`src/rtl/tin_pkg.sv`:
```
// package: offsets, field positions, reset values and function codes of the timer input block
package tin_pkg;
   // ****************************************************
   // register byte offsets
   // ****************************************************
   localparam logic [4:0] OFS_INPUT_CTRL  = 5'h00;
   localparam logic [4:0] OFS_TIMER_MODE  = 5'h04;
   localparam logic [4:0] OFS_TIMER_CTRL  = 5'h08;
   localparam logic [4:0] OFS_STATUS      = 5'h0c;
   localparam logic [4:0] OFS_REG_ZERO    = 5'h10;
   localparam logic [4:0] OFS_REG_ONE     = 5'h14;

   // ****************************************************
   // field positions
   // ****************************************************
   localparam int FLD_FUNC_LSB   = 0;   // input_function_sel [3:0]
   localparam int FLD_A_EDGE_LSB = 4;   // input_a_edge_sel [5:4]
   localparam int FLD_B_EDGE_LSB = 6;   // input_b_edge_sel [7:6]
   localparam int FLD_RM0        = 0;   // reg_zero_capture_sel
   localparam int FLD_RM1        = 1;   // reg_one_capture_sel
   localparam int FLD_DUAL       = 2;   // dual_value_enable
   localparam int FLD_SW_DIR     = 0;   // sw_count_direction, 1 = up
   localparam int FLD_RUN        = 1;   // counter run enable
   localparam int FLD_DIR_STAT   = 16;  // status: effective direction

   // ****************************************************
   // reset values and counts
   // ****************************************************
   localparam logic [7:0]  RST_INPUT_CTRL = 8'h00;
   localparam logic [2:0]  RST_TIMER_MODE = 3'h0;
   localparam logic [1:0]  RST_TIMER_CTRL = 2'h1;
   localparam logic [15:0] RST_COUNT      = 16'h0000;
   localparam logic [1:0]  PRESC_DIV      = 2'h3;   // internal prescaler clock = clk / 3

   // ****************************************************
   // edge selection and input function codes
   // ****************************************************
   localparam logic [1:0] EDGE_NONE = 2'h0;
   localparam logic [1:0] EDGE_RISE = 2'h1;
   localparam logic [1:0] EDGE_FALL = 2'h2;
   localparam logic [1:0] EDGE_BOTH = 2'h3;

   typedef enum logic [3:0] {
      FN_IO_IO, FN_IO_TRIG, FN_GATE_IO, FN_GATE_TRIG, FN_IO_EXTCLK, FN_TRIG_IO,
      FN_GATE_EXTCLK, FN_TRIG_TRIG, FN_CLKUP_CLKDN, FN_UD_EXTCLK, FN_TRIGUP_TRIGDN,
      FN_UD_IO, FN_AUTODISC, FN_TRIG_EXTCLK, FN_EXTCLK_TRIG, FN_TRIG_GATE
   } func_t;
endpackage

```
`src/rtl/pin_edge_detect.sv`:
```
// module: samples one timer input pin and flags its selected edges
`timescale 1ns/1ps
module pin_edge_detect
   import tin_pkg::*;
(
   input  wire logic       clk,
   input  wire logic       reset_n,
   input  wire logic       ce,
   input  wire logic       pin,
   input  wire logic [1:0] edge_sel,
   output logic            level,
   output logic            rise,
   output logic            fall,
   output logic            sel_event
);
   logic level_q;
   logic prev_q;

   // two stages so every edge is seen exactly once per sampled transition
   always_ff @(posedge clk) begin
      if (!reset_n) begin
         level_q <= 1'b0;
         prev_q  <= 1'b0;
      end else if (ce) begin
         level_q <= pin;
         prev_q  <= level_q;
      end
   end

   assign level = level_q;
   assign rise  = level_q & ~prev_q;
   assign fall  = ~level_q & prev_q;

   // per-input sensitivity: rising, falling or both
   assign sel_event = (edge_sel[0] & rise) | (edge_sel[1] & fall);
endmodule

```
`src/rtl/timer_input_pin_assignment.sv`:
```
// module: input pin assignment of a 16-bit timer, with its counter hooks and Avalon-MM registers
`timescale 1ns/1ps
module timer_input_pin_assignment
   import tin_pkg::*;
#(
   parameter int CNT_W = 16
) (
   input  wire logic             clk,
   input  wire logic             reset_n,
   input  wire logic             ce,
   input  wire logic             timer_input_a,
   input  wire logic             timer_input_b,
   input  wire logic [4:0]       avm_address,
   input  wire logic             avm_read,
   input  wire logic             avm_write,
   input  wire logic [31:0]      avm_writedata,
   input  wire logic [3:0]       avm_byteenable,
   output logic [31:0]           avm_readdata,
   output logic                  avm_waitrequest,
   output logic [CNT_W-1:0]      count_value,
   output logic                  count_up
);
   // ****************************************************
   // registers
   // ****************************************************
   logic [7:0]       input_control_reg_q;
   logic [2:0]       timer_mode_reg_q;
   logic [1:0]       timer_control_reg_q;
   logic [CNT_W-1:0] reload_capture_reg_zero_q;
   logic [CNT_W-1:0] reload_capture_reg_one_q;
   logic [CNT_W-1:0] count_q;
   logic [CNT_W-1:0] count_d;
   logic             trig_dir_q;
   logic [1:0]       presc_q;
   logic             wait_q;
   logic [31:0]      rdata_q;
   logic             dir_q;

   func_t            fn;
   logic             a_lvl, a_rise, a_fall, a_ev;
   logic             b_lvl, b_rise, b_fall, b_ev_raw, b_ev;
   logic             dual_en, rm0;
   logic             sw_dir, run;
   logic             int_clk, ext_b_clk, ext_a_clk;
   logic             gate_a, gate_b, gate_open;
   logic             trig_a, trig_b, trig_a_any;
   logic             int_tick, ext_tick, step, dir_eff;
   logic             ud_up, ud_dn;
   logic             a_load, a_capt;
   logic             acc, wr_en;

   assign fn      = func_t'(input_control_reg_q[FLD_FUNC_LSB +: 4]);
   assign dual_en = timer_mode_reg_q[FLD_DUAL];
   assign rm0     = timer_mode_reg_q[FLD_RM0];
   assign sw_dir  = timer_control_reg_q[FLD_SW_DIR];
   assign run     = timer_control_reg_q[FLD_RUN];

   // ****************************************************
   // pin sampling and edge detection
   // ****************************************************
   pin_edge_detect u_edge_a (
      .clk       (clk),
      .reset_n   (reset_n),
      .ce        (ce),
      .pin       (timer_input_a),
      .edge_sel  (input_control_reg_q[FLD_A_EDGE_LSB +: 2]),
      .level     (a_lvl),
      .rise      (a_rise),
      .fall      (a_fall),
      .sel_event (a_ev)
   );

   pin_edge_detect u_edge_b (
      .clk       (clk),
      .reset_n   (reset_n),
      .ce        (ce),
      .pin       (timer_input_b),
      .edge_sel  (input_control_reg_q[FLD_B_EDGE_LSB +: 2]),
      .level     (b_lvl),
      .rise      (b_rise),
      .fall      (b_fall),
      .sel_event (b_ev_raw)
   );

   // input B is cut off entirely while dual-value mode is on
   assign b_ev = b_ev_raw & ~dual_en;

   // ****************************************************
   // role decode
   // ****************************************************
   assign ext_b_clk = (fn == FN_IO_EXTCLK) || (fn == FN_GATE_EXTCLK) ||
                      (fn == FN_UD_EXTCLK) || (fn == FN_TRIG_EXTCLK);
   assign ext_a_clk = (fn == FN_EXTCLK_TRIG);
   assign int_clk   = !ext_b_clk && !ext_a_clk && (fn != FN_CLKUP_CLKDN) && (fn != FN_AUTODISC);
   assign gate_a    = (fn == FN_GATE_IO) || (fn == FN_GATE_TRIG) || (fn == FN_GATE_EXTCLK);
   assign gate_b    = (fn == FN_TRIG_GATE) && !dual_en;
   // gates are active low: open while the gate pin is low
   assign gate_open = !(gate_a && a_lvl) && !(gate_b && b_lvl);
   assign trig_a    = (fn == FN_TRIG_IO) || (fn == FN_TRIG_TRIG) ||
                      (fn == FN_TRIG_EXTCLK) || (fn == FN_TRIG_GATE);
   assign trig_b    = ((fn == FN_IO_TRIG) || (fn == FN_GATE_TRIG) ||
                       (fn == FN_TRIG_TRIG) || (fn == FN_EXTCLK_TRIG)) && b_ev;
   assign trig_a_any = trig_a && a_ev;
   assign a_load    = trig_a_any && !rm0;
   assign a_capt    = trig_a_any && rm0;

   // ****************************************************
   // direction
   // ****************************************************
   // pin level, latched pin direction or the counting B edge overrides the software bit
   always_comb begin
      unique case (fn)
         FN_UD_EXTCLK, FN_UD_IO: dir_eff = a_lvl;
         FN_TRIGUP_TRIGDN:       dir_eff = trig_dir_q;
         FN_CLKUP_CLKDN:         dir_eff = !b_ev;
         FN_AUTODISC:            dir_eff = !ud_dn;
         default:                dir_eff = sw_dir;
      endcase
   end

   // down latch checked first so B has priority on a tie
   always_ff @(posedge clk) begin
      if (!reset_n) begin
         trig_dir_q <= 1'b1;
      end else if (ce && fn == FN_TRIGUP_TRIGDN) begin
         if (b_ev) begin
            trig_dir_q <= 1'b0;
         end else if (a_ev) begin
            trig_dir_q <= 1'b1;
         end
      end
   end

   // ****************************************************
   // prescaler and count steps
   // ****************************************************
   // divide-by-three tick; held while gated so a reopening gate resumes mid-period
   always_ff @(posedge clk) begin
      if (!reset_n) begin
         presc_q <= 2'h0;
      end else if (ce && run && int_clk && gate_open) begin
         presc_q <= (presc_q == PRESC_DIV - 2'h1) ? 2'h0 : presc_q + 2'h1;
      end
   end
   assign int_tick = run && int_clk && gate_open && (presc_q == PRESC_DIV - 2'h1);

   // autodiscrimination: B rising with A low counts up, B falling with A high counts down
   assign ud_up = (fn == FN_AUTODISC) && !dual_en && b_rise && !a_lvl;
   assign ud_dn = (fn == FN_AUTODISC) && !dual_en && b_fall && a_lvl;

   // external edges count once each; gated B clock passes only while A is low
   assign ext_tick = run && ((ext_b_clk && b_ev && gate_open) ||
                             (ext_a_clk && a_ev) ||
                             ((fn == FN_CLKUP_CLKDN) && (a_ev || b_ev)) ||
                             ud_up || ud_dn);
   assign step = int_tick || ext_tick;

   // a reload wins over a step in the same cycle
   always_comb begin
      count_d = count_q;
      if (a_load) begin
         count_d = reload_capture_reg_zero_q;
      end else if (step) begin
         count_d = dir_eff ? count_q + CNT_W'(1) : count_q - CNT_W'(1);
      end
   end

   always_ff @(posedge clk) begin
      if (!reset_n) begin
         count_q <= RST_COUNT;
         dir_q   <= 1'b1;
      end else if (ce) begin
         count_q <= count_d;
         dir_q   <= dir_eff;
      end
   end

   // ****************************************************
   // Avalon-MM slave: one wait cycle per access
   // ****************************************************
   assign acc   = (avm_read || avm_write) && wait_q;
   assign wr_en = avm_write && acc && avm_byteenable[0];

   always_ff @(posedge clk) begin
      if (!reset_n) begin
         wait_q  <= 1'b1;
         rdata_q <= 32'h0000_0000;
      end else if (ce) begin
         wait_q <= !acc;
         if (acc && avm_read) begin
            unique case (avm_address)
               OFS_INPUT_CTRL: rdata_q <= {24'h000000, input_control_reg_q};
               OFS_TIMER_MODE: rdata_q <= {29'h00000000, timer_mode_reg_q};
               OFS_TIMER_CTRL: rdata_q <= {30'h00000000, timer_control_reg_q};
               OFS_STATUS:     rdata_q <= {15'h0000, dir_q, count_q};
               OFS_REG_ZERO:   rdata_q <= {16'h0000, reload_capture_reg_zero_q};
               OFS_REG_ONE:    rdata_q <= {16'h0000, reload_capture_reg_one_q};
               default:        rdata_q <= 32'h0000_0000; // unmapped reads zero
            endcase
         end
      end
   end

   // control registers; low byte lane only
   always_ff @(posedge clk) begin
      if (!reset_n) begin
         input_control_reg_q <= RST_INPUT_CTRL;
         timer_mode_reg_q    <= RST_TIMER_MODE;
         timer_control_reg_q <= RST_TIMER_CTRL;
      end else if (ce && wr_en) begin
         if (avm_address == OFS_INPUT_CTRL) begin
            input_control_reg_q <= avm_writedata[7:0];
         end
         if (avm_address == OFS_TIMER_MODE) begin
            timer_mode_reg_q <= avm_writedata[2:0];
         end
         if (avm_address == OFS_TIMER_CTRL) begin
            timer_control_reg_q <= avm_writedata[1:0];
         end
      end
   end

   // capture events win over a software write in the same cycle
   always_ff @(posedge clk) begin
      if (!reset_n) begin
         reload_capture_reg_zero_q <= RST_COUNT;
         reload_capture_reg_one_q  <= RST_COUNT;
      end else if (ce) begin
         if (a_capt) begin
            reload_capture_reg_zero_q <= count_q;
         end else if (avm_write && acc && avm_address == OFS_REG_ZERO) begin
            if (avm_byteenable[0]) reload_capture_reg_zero_q[7:0]  <= avm_writedata[7:0];
            if (avm_byteenable[1]) reload_capture_reg_zero_q[15:8] <= avm_writedata[15:8];
         end
         if (trig_b) begin
            reload_capture_reg_one_q <= count_q;
         end else if (avm_write && acc && avm_address == OFS_REG_ONE) begin
            if (avm_byteenable[0]) reload_capture_reg_one_q[7:0]  <= avm_writedata[7:0];
            if (avm_byteenable[1]) reload_capture_reg_one_q[15:8] <= avm_writedata[15:8];
         end
      end
   end

   assign avm_waitrequest = wait_q;
   assign avm_readdata    = rdata_q;
   assign count_value     = count_q;
   assign count_up        = dir_q;
endmodule

```
`config.mk`:
```
export PLATFORM = sky130hd
export DESIGN_NAME = timer_input_pin_assignment
export DESIGN_NICKNAME = d
export VERILOG_FILES = /design/src/rtl/tin_pkg.sv /design/src/rtl/pin_edge_detect.sv /design/src/rtl/timer_input_pin_assignment.sv
export SDC_FILE = /design/constraint.sdc
export NUM_CORES = 1
export LEC_CHECK = 0
export BUFFER_PORTS_ARGS = -buffer_cell sky130_fd_sc_hd__buf_4
export CAP_MARGIN = 10
export CORE_MARGIN = 1
export CORE_UTILIZATION = 30
export CTS_CLUSTER_DIAMETER = 100
export CTS_CLUSTER_SIZE = 16
export DETAILED_ROUTE_END_ITERATION = 10
export PLACE_DENSITY = 0.49
export SYNTH_ARGS = -nofsm -noshare
export SYNTH_HDL_FRONTEND = slang
export SYNTH_HIERARCHICAL = 1
export SYNTH_SLANG_ARGS = --single-unit
```
`constraint.sdc`:
```
create_clock -name clk -period 4.3 [get_ports clk]
set_clock_uncertainty 0.2 [all_clocks]
set_input_delay 0.215 -clock clk [delete_from_list [all_inputs] [get_ports clk]]
set_output_delay 0.215 -clock clk [all_outputs]
set_load 0.02 [all_outputs]
```
==> impl_metrics.toml, run 1 <==
[worst_setup_path]
cp.arrival_ps = 3930
crit_fanout = 15
reg2reg_to = "count_value[12]"
slowest_stage = "fa_1"
crit_chain = "and2b_1 > a22o_1 > nand2b_1 > a21oi_1 > o211a_1 > or2_2 > fa_1 > a211oi_2 > o211ai_1 > a41oi_1 > a21oi_1 > xnor2_1 > o221ai_1"
r2r_slack_ps = 390
r2r_cells = 13
cp-end-kind = "register"
cp-start-kind = "register"
worst_path_most_repeated_cell = "a21oi_1"
r2r_start = "u_edge_b/prev_q"
slowest_delay_ps = 490
worstSetupPathType = "register to register"
cp_num_buf_inv = 0
cp_top_family = "compound AO/OA/AOI/OAI gates"
crit_required_ps = 4310

[placed_design]
dp.cells = 848
io_buffers = 64
globalplace.congestion = 0.871
dp_hpwl_um = 10700

[finish]
drive_above_1_share = 0.164
antenna_cells = 0
syn_to_final_growth_pct = 19.0
nNetsFinal = 715
fin_cells = 877
multi_input_area_um2 = 3130
ff_latch_area_um2 = 1740
final.fill_count = 1748

[routing]
vias = 4658
ant_nets = 0
drt_pre_antenna_iters = 6
drt_iter0_markers = 405
drcViolationCount = 0
drt-vias-per-instance = 5.31
routed_wl_um = 15000
wl_per_cell_um = 17.1

[sta]
setup_viol = 0
rsz0062_at_grt = "no"
fin_crit_sh = 0.910
tightest_slew_ps = 1050
period_minus_slack_ps = 3910
finalMaxSlewViolations = 0
slew_headroom = 0.297
tns_ps = 0
max_freq_mhz = 255
hold_viol = 0

[logic_synthesis]
yosysMostFrequentCell = "nor2_1"
synth_commonest_cells = "92 x nor2_1, 87 x dfxtp_1, 50 x mux2i_1, 42 x nand2_1, 37 x a211oi_1"
yosys_warnings = 6
netlist_area_um2 = 5150
ys_types = 61
ys_async_sr_fraction = 0
synth_top_flop_cell = "dfxtp_1"
ys_seq_area_frac = 0.338
yosys-top-cells-area = "dfxtp_1 34%, mux2i_1 9.7%, nor2_1 6.7%"
synth-edff-count = 0
ys_ff_latch = 87
synth.largest_area_cell = "dfxtp_1"
synth_top_area_share = 0.338
syn_inst = 603
syn_avg_cell_area_um2 = 8.54

[clocking]
h-tree-depth = 3
clock-sinks = 87
clk_pin_slew_ps = 60
ctsLongestPathBuffers = 2
numCtsBuffers = 9
cts_tree = "built"
clockRootBuffer = "clkbuf_16"
clk_latency_ps = 340

[power]
power_density_nw_per_um2 = 287
leakage_nw = 2.54
p_total_mw = 1.76
irDropWorstVdd_uv = 137

[run_status]
status = "complete, no violations"

[global_route]
grt_pass1_vias = 4379
grt_pass1_wl_um = 24500
antenna_found_initial = 0
overflow = 0
grt_usage = 0.176
grt_start_max_net_pins = 62

[job]
cap_violations = 0

[hold_path]
hold_end = "reload_capture_reg_zero_q[11]"
min_path_type = "input pin to register"
hold_depth = 3
hold_start = "avm_writedata[11]"

[floorplanning]
num_io_pins = 98
placementRows = 47
start_util = 0.309
fp.dieArea_um2 = 17700
die_h_um = 133
die_x_um = 133
core-area_um2 = 16700
sequential cells by signal, summed over array words and instances, names as in the netlist, 2 cells and up:
register,cells
avm_readdata,17
count_value,16
reload_capture_reg_one_q,16
reload_capture_reg_zero_q,16
input_control_reg_q,8
timer_mode_reg_q,3
presc_q,2
timer_control_reg_q,2
what timing repair did:
item / CTS / global route
setup endpoints to repair: 0 / 1
hold endpoints to repair: 17 / 0
gates resized for setup: 0 / 1
hold buffers: 13 / 0
buffers inserted: 0 / 0
kinds of logic after synthesis:
kind of cell	count (synthesis)	synth area share
AO/OA/AOI/OAI	171	0.240
XOR/XNOR	10	0.0170
adder cells (fa/ha/maj)	15	0.0379
buffers and inverters	63	0.0651
flip-flops	87	0.338
multiplexers	57	0.112
other	1	0.000728
AND/OR/NAND/NOR	199	0.189
metrics by stage:
stage          area, µm²  worst slack [ps]   util  hold WS [ps]
3_3_place_gp        5680               339  0.340           246
6_report            6130               386  0.367          40.6
4_1_cts             6130               298  0.367          33.1
3_5_place_dp        5680               314  0.340           265
2_1_floorplan       5200               758      -           140
5_1_grt             6130              82.8  0.367          45.1
power breakdown:
part,switching [mW],total (mW),internal [mW]
logic,0.0690,0.115,0.0458
registers,0.00618,0.817,0.811
clock network,0.332,0.830,0.498
total,0.407,1.76,1.35
cells in the final DEF, fill, tap and decap left out, drive strengths merged, types with 4 or more instances in the layout:
cell / instances
and3: 4
a21boi: 4
o211a: 4
nor2: 92
ha: 14
and4b: 4
a222oi: 15
buf: 68
xnor2: 7
and2: 5
a211oi: 39
a21o: 5
mux2i: 50
inv: 6
o211ai: 9
nand2: 42
o21ai: 22
nand4: 7
nand3: 10
mux2: 7
or2: 4
nor2b: 10
dfxtp: 87
conb: 15
a21oi: 36
a31oi: 13
dlygate4sd3: 13
clkbuf: 12
worst max-delay path by stage:
stage | cells past startpoint | to | from | slack, ps
3_5_place_dp | 13 | count_value[12] | u_edge_b/level | 310
2_1_floorplan | 13 | count_value[15] | u_edge_b/prev_q | 760
4_1_cts | 13 | count_value[12] | u_edge_b/level | 300
6_report | 13 | count_value[12] | u_edge_b/prev_q | 390
3_3_place_gp | 13 | count_value[12] | u_edge_b/level | 340
5_1_grt | 13 | count_value[12] | u_edge_b/level | 80
per-layer routing:
layer | share of wire | GRT usage | vias up | wire, µm
li1 | - | - | 2299 | -
met1 | 0.51 | 0.258 | 2214 | 7600
met2 | 0.43 | 0.263 | 131 | 6470
met3 | 0.053 | 0.0276 | 14 | 796
met4 | 0.010 | 0.0479 | 0 | 157
met5 | 0 | 0 | - | 0
final cells by class:
type | count | area share
clock inverter | 4 | 0.00857
clock buffer | 12 | 0.0435
inverter | 6 | 0.00367
tap | 220 | 0.0449
multi-input combinational | 467 | 0.511
timing repair buffer | 81 | 0.104
sequential | 87 | 0.284
worst register-to-register path: cells and delay by family, from the launching register on:
family                     cells  cell delay [ps]
AOI/OAI and AO/OA              8             1740
xor gates and xnor gates       1              180
and+or+nand+nor                3              830
adders and majority gates      1              490
DFF                            1              340
Power figures use the tool's default switching activity.
==> inputs of run 2 (changes only) <==
--- a/config.mk
+++ b/config.mk
@@ -5,13 +5,14 @@
 export SDC_FILE = /design/constraint.sdc
 export NUM_CORES = 1
 export LEC_CHECK = 0
-export BUFFER_PORTS_ARGS = -buffer_cell sky130_fd_sc_hd__buf_4
+export BUFFER_PORTS_ARGS = -buffer_cell sky130_fd_sc_hd__buf_2
 export CAP_MARGIN = 10
 export CORE_MARGIN = 1
 export CORE_UTILIZATION = 30
 export CTS_CLUSTER_DIAMETER = 100
 export CTS_CLUSTER_SIZE = 16
 export DETAILED_ROUTE_END_ITERATION = 10
+export GPL_TIMING_DRIVEN = 0
 export PLACE_DENSITY = 0.49
 export SYNTH_ARGS = -nofsm -noshare
 export SYNTH_HDL_FRONTEND = slang
==> impl_metrics.toml, run 2 (synthesis gave the netlist of run 1 again) <==
[power]
combPwrFrac = 0.072
leakage_nw = 2.69
p_sw_frac = 0.239
p_switching_mw = 0.421
internal-power_mw = 1.34
p_seq_frac = 0.464
clkPwrFrac = 0.465
irDropWorstVdd_uv = 229
p_total_mw = 1.76
power_density_nw_per_um2 = 283

[worst_setup_path]
r2r_cells = 13
worstSetupPathType = "register to register"
r2r_slack_ps = 290
crit_required_ps = 4300
cp.depth = 13
reg2reg_to = "count_value[12]"
r2r_start = "u_edge_b/prev_q"
worst_path_most_repeated_cell = "a21oi_1"
slowest_stage = "fa_1"
cp.arrival_ps = 4020
crit_fanout = 15
cp_num_buf_inv = 0
cp-start-kind = "register"
crit_chain = "and2b_1 > a22o_1 > nand2b_1 > a21oi_1 > o211a_1 > or2_2 > fa_1 > a211oi_2 > o211ai_1 > a41oi_1 > a21oi_1 > xnor2_1 > o221ai_1"
cp_top_family = "compound AO/OA/AOI/OAI gates"
slowest_delay_ps = 490
cp-end-kind = "register"

[floorplanning]
placementRows = 47
core-area_um2 = 16700
die_h_um = 133
start_util = 0.309
num_io_pins = 98
fp.dieArea_um2 = 17700
die_x_um = 133

[sta]
tightest_slew_ps = 708
max_freq_mhz = 249
setup_viol = 0
rsz0062_at_grt = "no"
slew_headroom = 0.528
tns_ps = 0
finalMaxSlewViolations = 0
fin_crit_sh = 0.933
period_minus_slack_ps = 4010
hold_viol = 0

[routing]
drcViolationCount = 0
vias = 4892
drt-vias-per-instance = 5.28
routed_wl_um = 16600
ant_nets = 0
wl_per_cell_um = 17.9
drt_iter0_markers = 446
drt_pre_antenna_iters = 6

[finish]
largest_reg_flops = 17
drive_above_1_share = 0.187
final.fill_count = 1784
nNetsFinal = 765
final_common_cell = "nor2_1"
mostFrequentLayoutCells = "92 x nor2_1, 87 x dfxtp_1, 73 x buf_2"
syn_to_final_growth_pct = 20.7
antenna_cells = 0

[clocking]
cts_tree = "built"
clk_latency_ps = 350
clk_pin_slew_ps = 60
ctsLongestPathBuffers = 2
cts_post_setup_buffers_inserted = 0
numCtsBuffers = 9
clockRootBuffer = "clkbuf_16"
clock-sinks = 87
h-tree-depth = 3

[global_route]
overflow = 0
grt_util_met2 = 0.297
grt_busiest_layer = "met2"
groute.layer.met1.usage = 0.262
grt_start_max_net_pins = 16
grtUsageMet3 = 0.0249
antenna_found_initial = 0
grt_pass1_wl_um = 25600
grt_usage = 0.188
grt_pass1_vias = 4584

[run_status]
status = "complete, no violations"

[placed_design]
dp_hpwl_um = 12600
globalplace.congestion = 0.869
io_buffers = 63

[job]
cap_violations = 0

[hold_path]
hold_end = "input_control_reg_q[1]"
hold_depth = 3
hold_start = "avm_writedata[1]"
min_path_type = "input pin to register"
## run 2: cell count changes in the layout (fill, tap and decap cells not counted), moves of 2 or more
cell	previous run	this run
buf_4	68	17
buf_2	0	73
clkbuf_1	0	26
clkinv_2	0	2
buf_6	0	3
dlygate4sd3_1	13	11
clkinvlp_4	3	1
## run 2: power by group through the flow
stage | Sequential [mW] | Combinational, mW | Clock, mW
finish | 0.817 | 0.126 | 0.819
floorplan | 0.835 | 0.0687 | 0
global route | 0.817 | 0.136 | 0.863
detailed placement | 0.835 | 0.117 | 0
CTS | 0.817 | 0.125 | 0.834
global placement | 0.835 | 0.116 | 0
## run 2: timing repair
action	4_1_cts	5_1_grt
endpoints found under the hold margin	11	0
endpoints found under the setup margin	0	2
hold buffers	11	0
gates resized for setup	0	1
## run 2: per-layer routing
metal / vias to the layer above / part of all wire
li1: 2399 / -
met1: 2321 / 0.49
met2: 151 / 0.44
met3: 21 / 0.052
met4: 0 / 0.017
met5: - / 0
## run 2: final cells by class
cell class	count	area (µm²)	area share
Inverter	6	22.5	0.00362
Sequential cell	87	1740	0.280
Clock buffer	11	253	0.0406
Timing Repair Buffer	74	425	0.0684
Clock inverter	5	56.3	0.00905
Tap cell	220	275	0.0443
Multi-Input combinational cell	467	3130	0.504
Buffer	57	313	0.0503
## run 2: worst min-delay path, stage by stage
cell	delay, ps
buf_2	150
a21oi_1	80
nor2_1	80
## run 2: how the worst max path moves through the flow
stage | start | endpoint
final | u_edge_b/prev_q | count_value[12]
after global routing | u_edge_b/prev_q | count_value[12]
after CTS | u_edge_b/prev_q | count_value[12]
after detailed placement | u_edge_b/level | count_value[12]
after global placement | u_edge_b/level | count_value[12]
after floorplan | u_edge_b/prev_q | count_value[15]
## run 2: stage by stage
step / worst slack, ps / area [µm²] / instances / hold WS [ps] / util
finish: 287 / 6220 / 927 / 16.1 / 0.372
global route: 14.1 / 6220 / 927 / 36.4 / 0.372
CTS: 163 / 6210 / 927 / 13.4 / 0.372
detailed placement: 176 / 5800 / 900 / 252 / 0.347
global placement: 258 / 5800 / 900 / 249 / 0.347
floorplan: 758 / 5200 / 617 / 140 / -
==> inputs of run 3 (changes only) <==
--- a/config.mk
+++ b/config.mk
@@ -5,15 +5,15 @@
 export SDC_FILE = /design/constraint.sdc
 export NUM_CORES = 1
 export LEC_CHECK = 0
-export BUFFER_PORTS_ARGS = -buffer_cell sky130_fd_sc_hd__buf_2
 export CAP_MARGIN = 10
-export CORE_MARGIN = 1
+export CORE_MARGIN = 2
 export CORE_UTILIZATION = 30
 export CTS_CLUSTER_DIAMETER = 100
 export CTS_CLUSTER_SIZE = 16
 export DETAILED_ROUTE_END_ITERATION = 10
+export DONT_BUFFER_PORTS = 1
 export GPL_TIMING_DRIVEN = 0
-export PLACE_DENSITY = 0.49
+export PLACE_DENSITY = 0.45
 export SYNTH_ARGS = -nofsm -noshare
 export SYNTH_HDL_FRONTEND = slang
 export SYNTH_HIERARCHICAL = 1
==> impl_metrics.toml, run 3 (synthesis gave the netlist of run 1 again) <==
[run_status]
status = "complete, no violations"

[sta]
rsz0062_at_grt = "no"
finalMaxSlewViolations = 0
tightest_slew_ps = 667
setup_slack_ps = 321
period_minus_slack_ps = 3980
hold_viol = 0
max_freq_mhz = 251
setup_viol = 0
slew_headroom = 0.555
tns_ps = 0
fin_crit_sh = 0.925

[clocking]
clk_pin_slew_ps = 70
h-tree-depth = 3
clockRootBuffer = "clkbuf_16"
cts_post_setup_buffers_inserted = 0
clock-sinks = 87
ctsLongestPathBuffers = 2
cts_tree = "built"
clk_latency_ps = 350
numCtsBuffers = 9

[power]
p_switching_mw = 0.423
internal-power_mw = 1.33
p_sw_frac = 0.242
leakage_nw = 2.43
power_density_nw_per_um2 = 290
p_seq_frac = 0.469
p_total_mw = 1.75
combPwrFrac = 0.064
clkPwrFrac = 0.467
irDropWorstVdd_uv = 138

[worst_setup_path]
cp-end-kind = "register"
worstSetupPathType = "register to register"
worst_path_most_repeated_cell = "o211a_1"
cp.arrival_ps = 4020
crit_required_ps = 4340
cp_num_buf_inv = 1
slowest_stage = "or2_2"
cp-start-kind = "register"
slowest_delay_ps = 480
crit_chain = "and2b_1 > a22o_1 > nand2b_1 > a21oi_1 > o211a_1 > or2_2 > ha_1 > clkbuf_1 > and3_1 > or4_1 > o31ai_1 > xor2_1 > o211a_1"
cp_top_family = "simple AND/OR/NAND/NOR gates"
crit_fanout = 15

[routing]
drcViolationCount = 0
drt_iter0_markers = 398
drt-vias-per-instance = 5.38
routed_wl_um = 17000
ant_nets = 0
vias = 4712
wl_per_cell_um = 19.4
drt_pre_antenna_iters = 8

[floorplanning]
die_h_um = 135
num_io_pins = 98
die_x_um = 135
placementRows = 47
start_util = 0.309
fp.dieArea_um2 = 18200
core-area_um2 = 16700

[global_route]
overflow = 0
antenna_found_initial = 0
grt_usage = 0.190
grt_pass1_vias = 4585
grt_pass1_wl_um = 26900
grt_start_max_net_pins = 16

[finish]
design_area_um2 = 6020
drive_above_1_share = 0.105
ff_latch_area_um2 = 1740
antenna_cells = 0
multi_input_area_um2 = 3130
nNetsFinal = 714
final_common_cell = "nor2_1"
mostFrequentLayoutCells = "92 x nor2_1, 87 x dfxtp_1, 50 x mux2i_1"
largest_reg_flops = 17
final.fill_count = 1765
fin_cells = 876
syn_to_final_growth_pct = 16.9

[placed_design]
io_buffers = 0
dp_hpwl_um = 13100
pre_cts_slack_ps = 284
dp.cells = 837
globalplace.congestion = 0.836
placed_area_um2 = 5480

[job]
cap_violations = 0

[hold_path]
min_path_type = "input pin to register"
==> run 3: cell count changes in the layout (fill, tap and decap cells not counted), sizes merged <==
cell	delta
clkinvlp	+1
dlygate4sd3	+12
buf	-63
clkinv	-2
inv	+2
clkbuf	-1
==> run 3: timing repair <==
action / 4_1_cts / 5_1_grt
gates resized for setup: 0 / 1
setup endpoints to repair: 0 / 2
hold buffers: 23 / 0
endpoints found under the hold margin: 50 / 0
==> run 3: power groups by stage <==
stage	combinational [mW]	sequential [mW]	clock, mW
2_1_floorplan	0.0687	0.835	0
3_3_place_gp	0.0868	0.838	0
3_5_place_dp	0.0867	0.838	0
4_1_cts	0.112	0.819	0.821
5_1_grt	0.121	0.820	0.855
6_report	0.112	0.819	0.817
==> run 3: path summary, 6_finish.rpt <==
check	from	to	slack [ps]	cells past startpoint
worst max register to register	u_edge_b/level	count_value[15]	320	13
worst min-delay path	avm_write	reload_capture_reg_zero_q[8]	20	4
worst max-delay path	u_edge_b/level	count_value[15]	320	13
worst min register to register	presc_q[0]	presc_q[0]	280	2
==> run 3: stage by stage <==
step                      hold WS [ps]   util
after global routing              28.9  0.361
after detailed placement           149  0.328
after floorplan                    140      -
after global placement             146  0.328
after CTS                         16.3  0.360
final                             17.7  0.361
==> run 3: layer usage <==
metal  track usage  vias up  share of wire
li1              -     2303              -
met1         0.263     2264           0.47
met2         0.305      137           0.46
met3        0.0338        8          0.061
met4        0.0515        0         0.0081
met5             0        -              0
==> run 3: cell type report <==
class / instances / area share
buffer: 57 / 0.0519
clock buffer: 10 / 0.0397
clock inverter: 6 / 0.0112
multi-input combinational: 467 / 0.520
sequential: 87 / 0.289
inverter: 6 / 0.00374
timing repair buffer: 23 / 0.0382
tap: 220 / 0.0457
==> run 3: worst register-to-register path: stages, from the launching register on <==
cell and delay [ps]:
dfxtp_1 360, and2b_1 200, a22o_1 230, nand2b_1 170, a21oi_1 130, o211a_1 240, or2_2 480, ha_1 340
clkbuf_1 190, and3_1 220, or4_1 470, o31ai_1 340, xor2_1 110, o211a_1 220
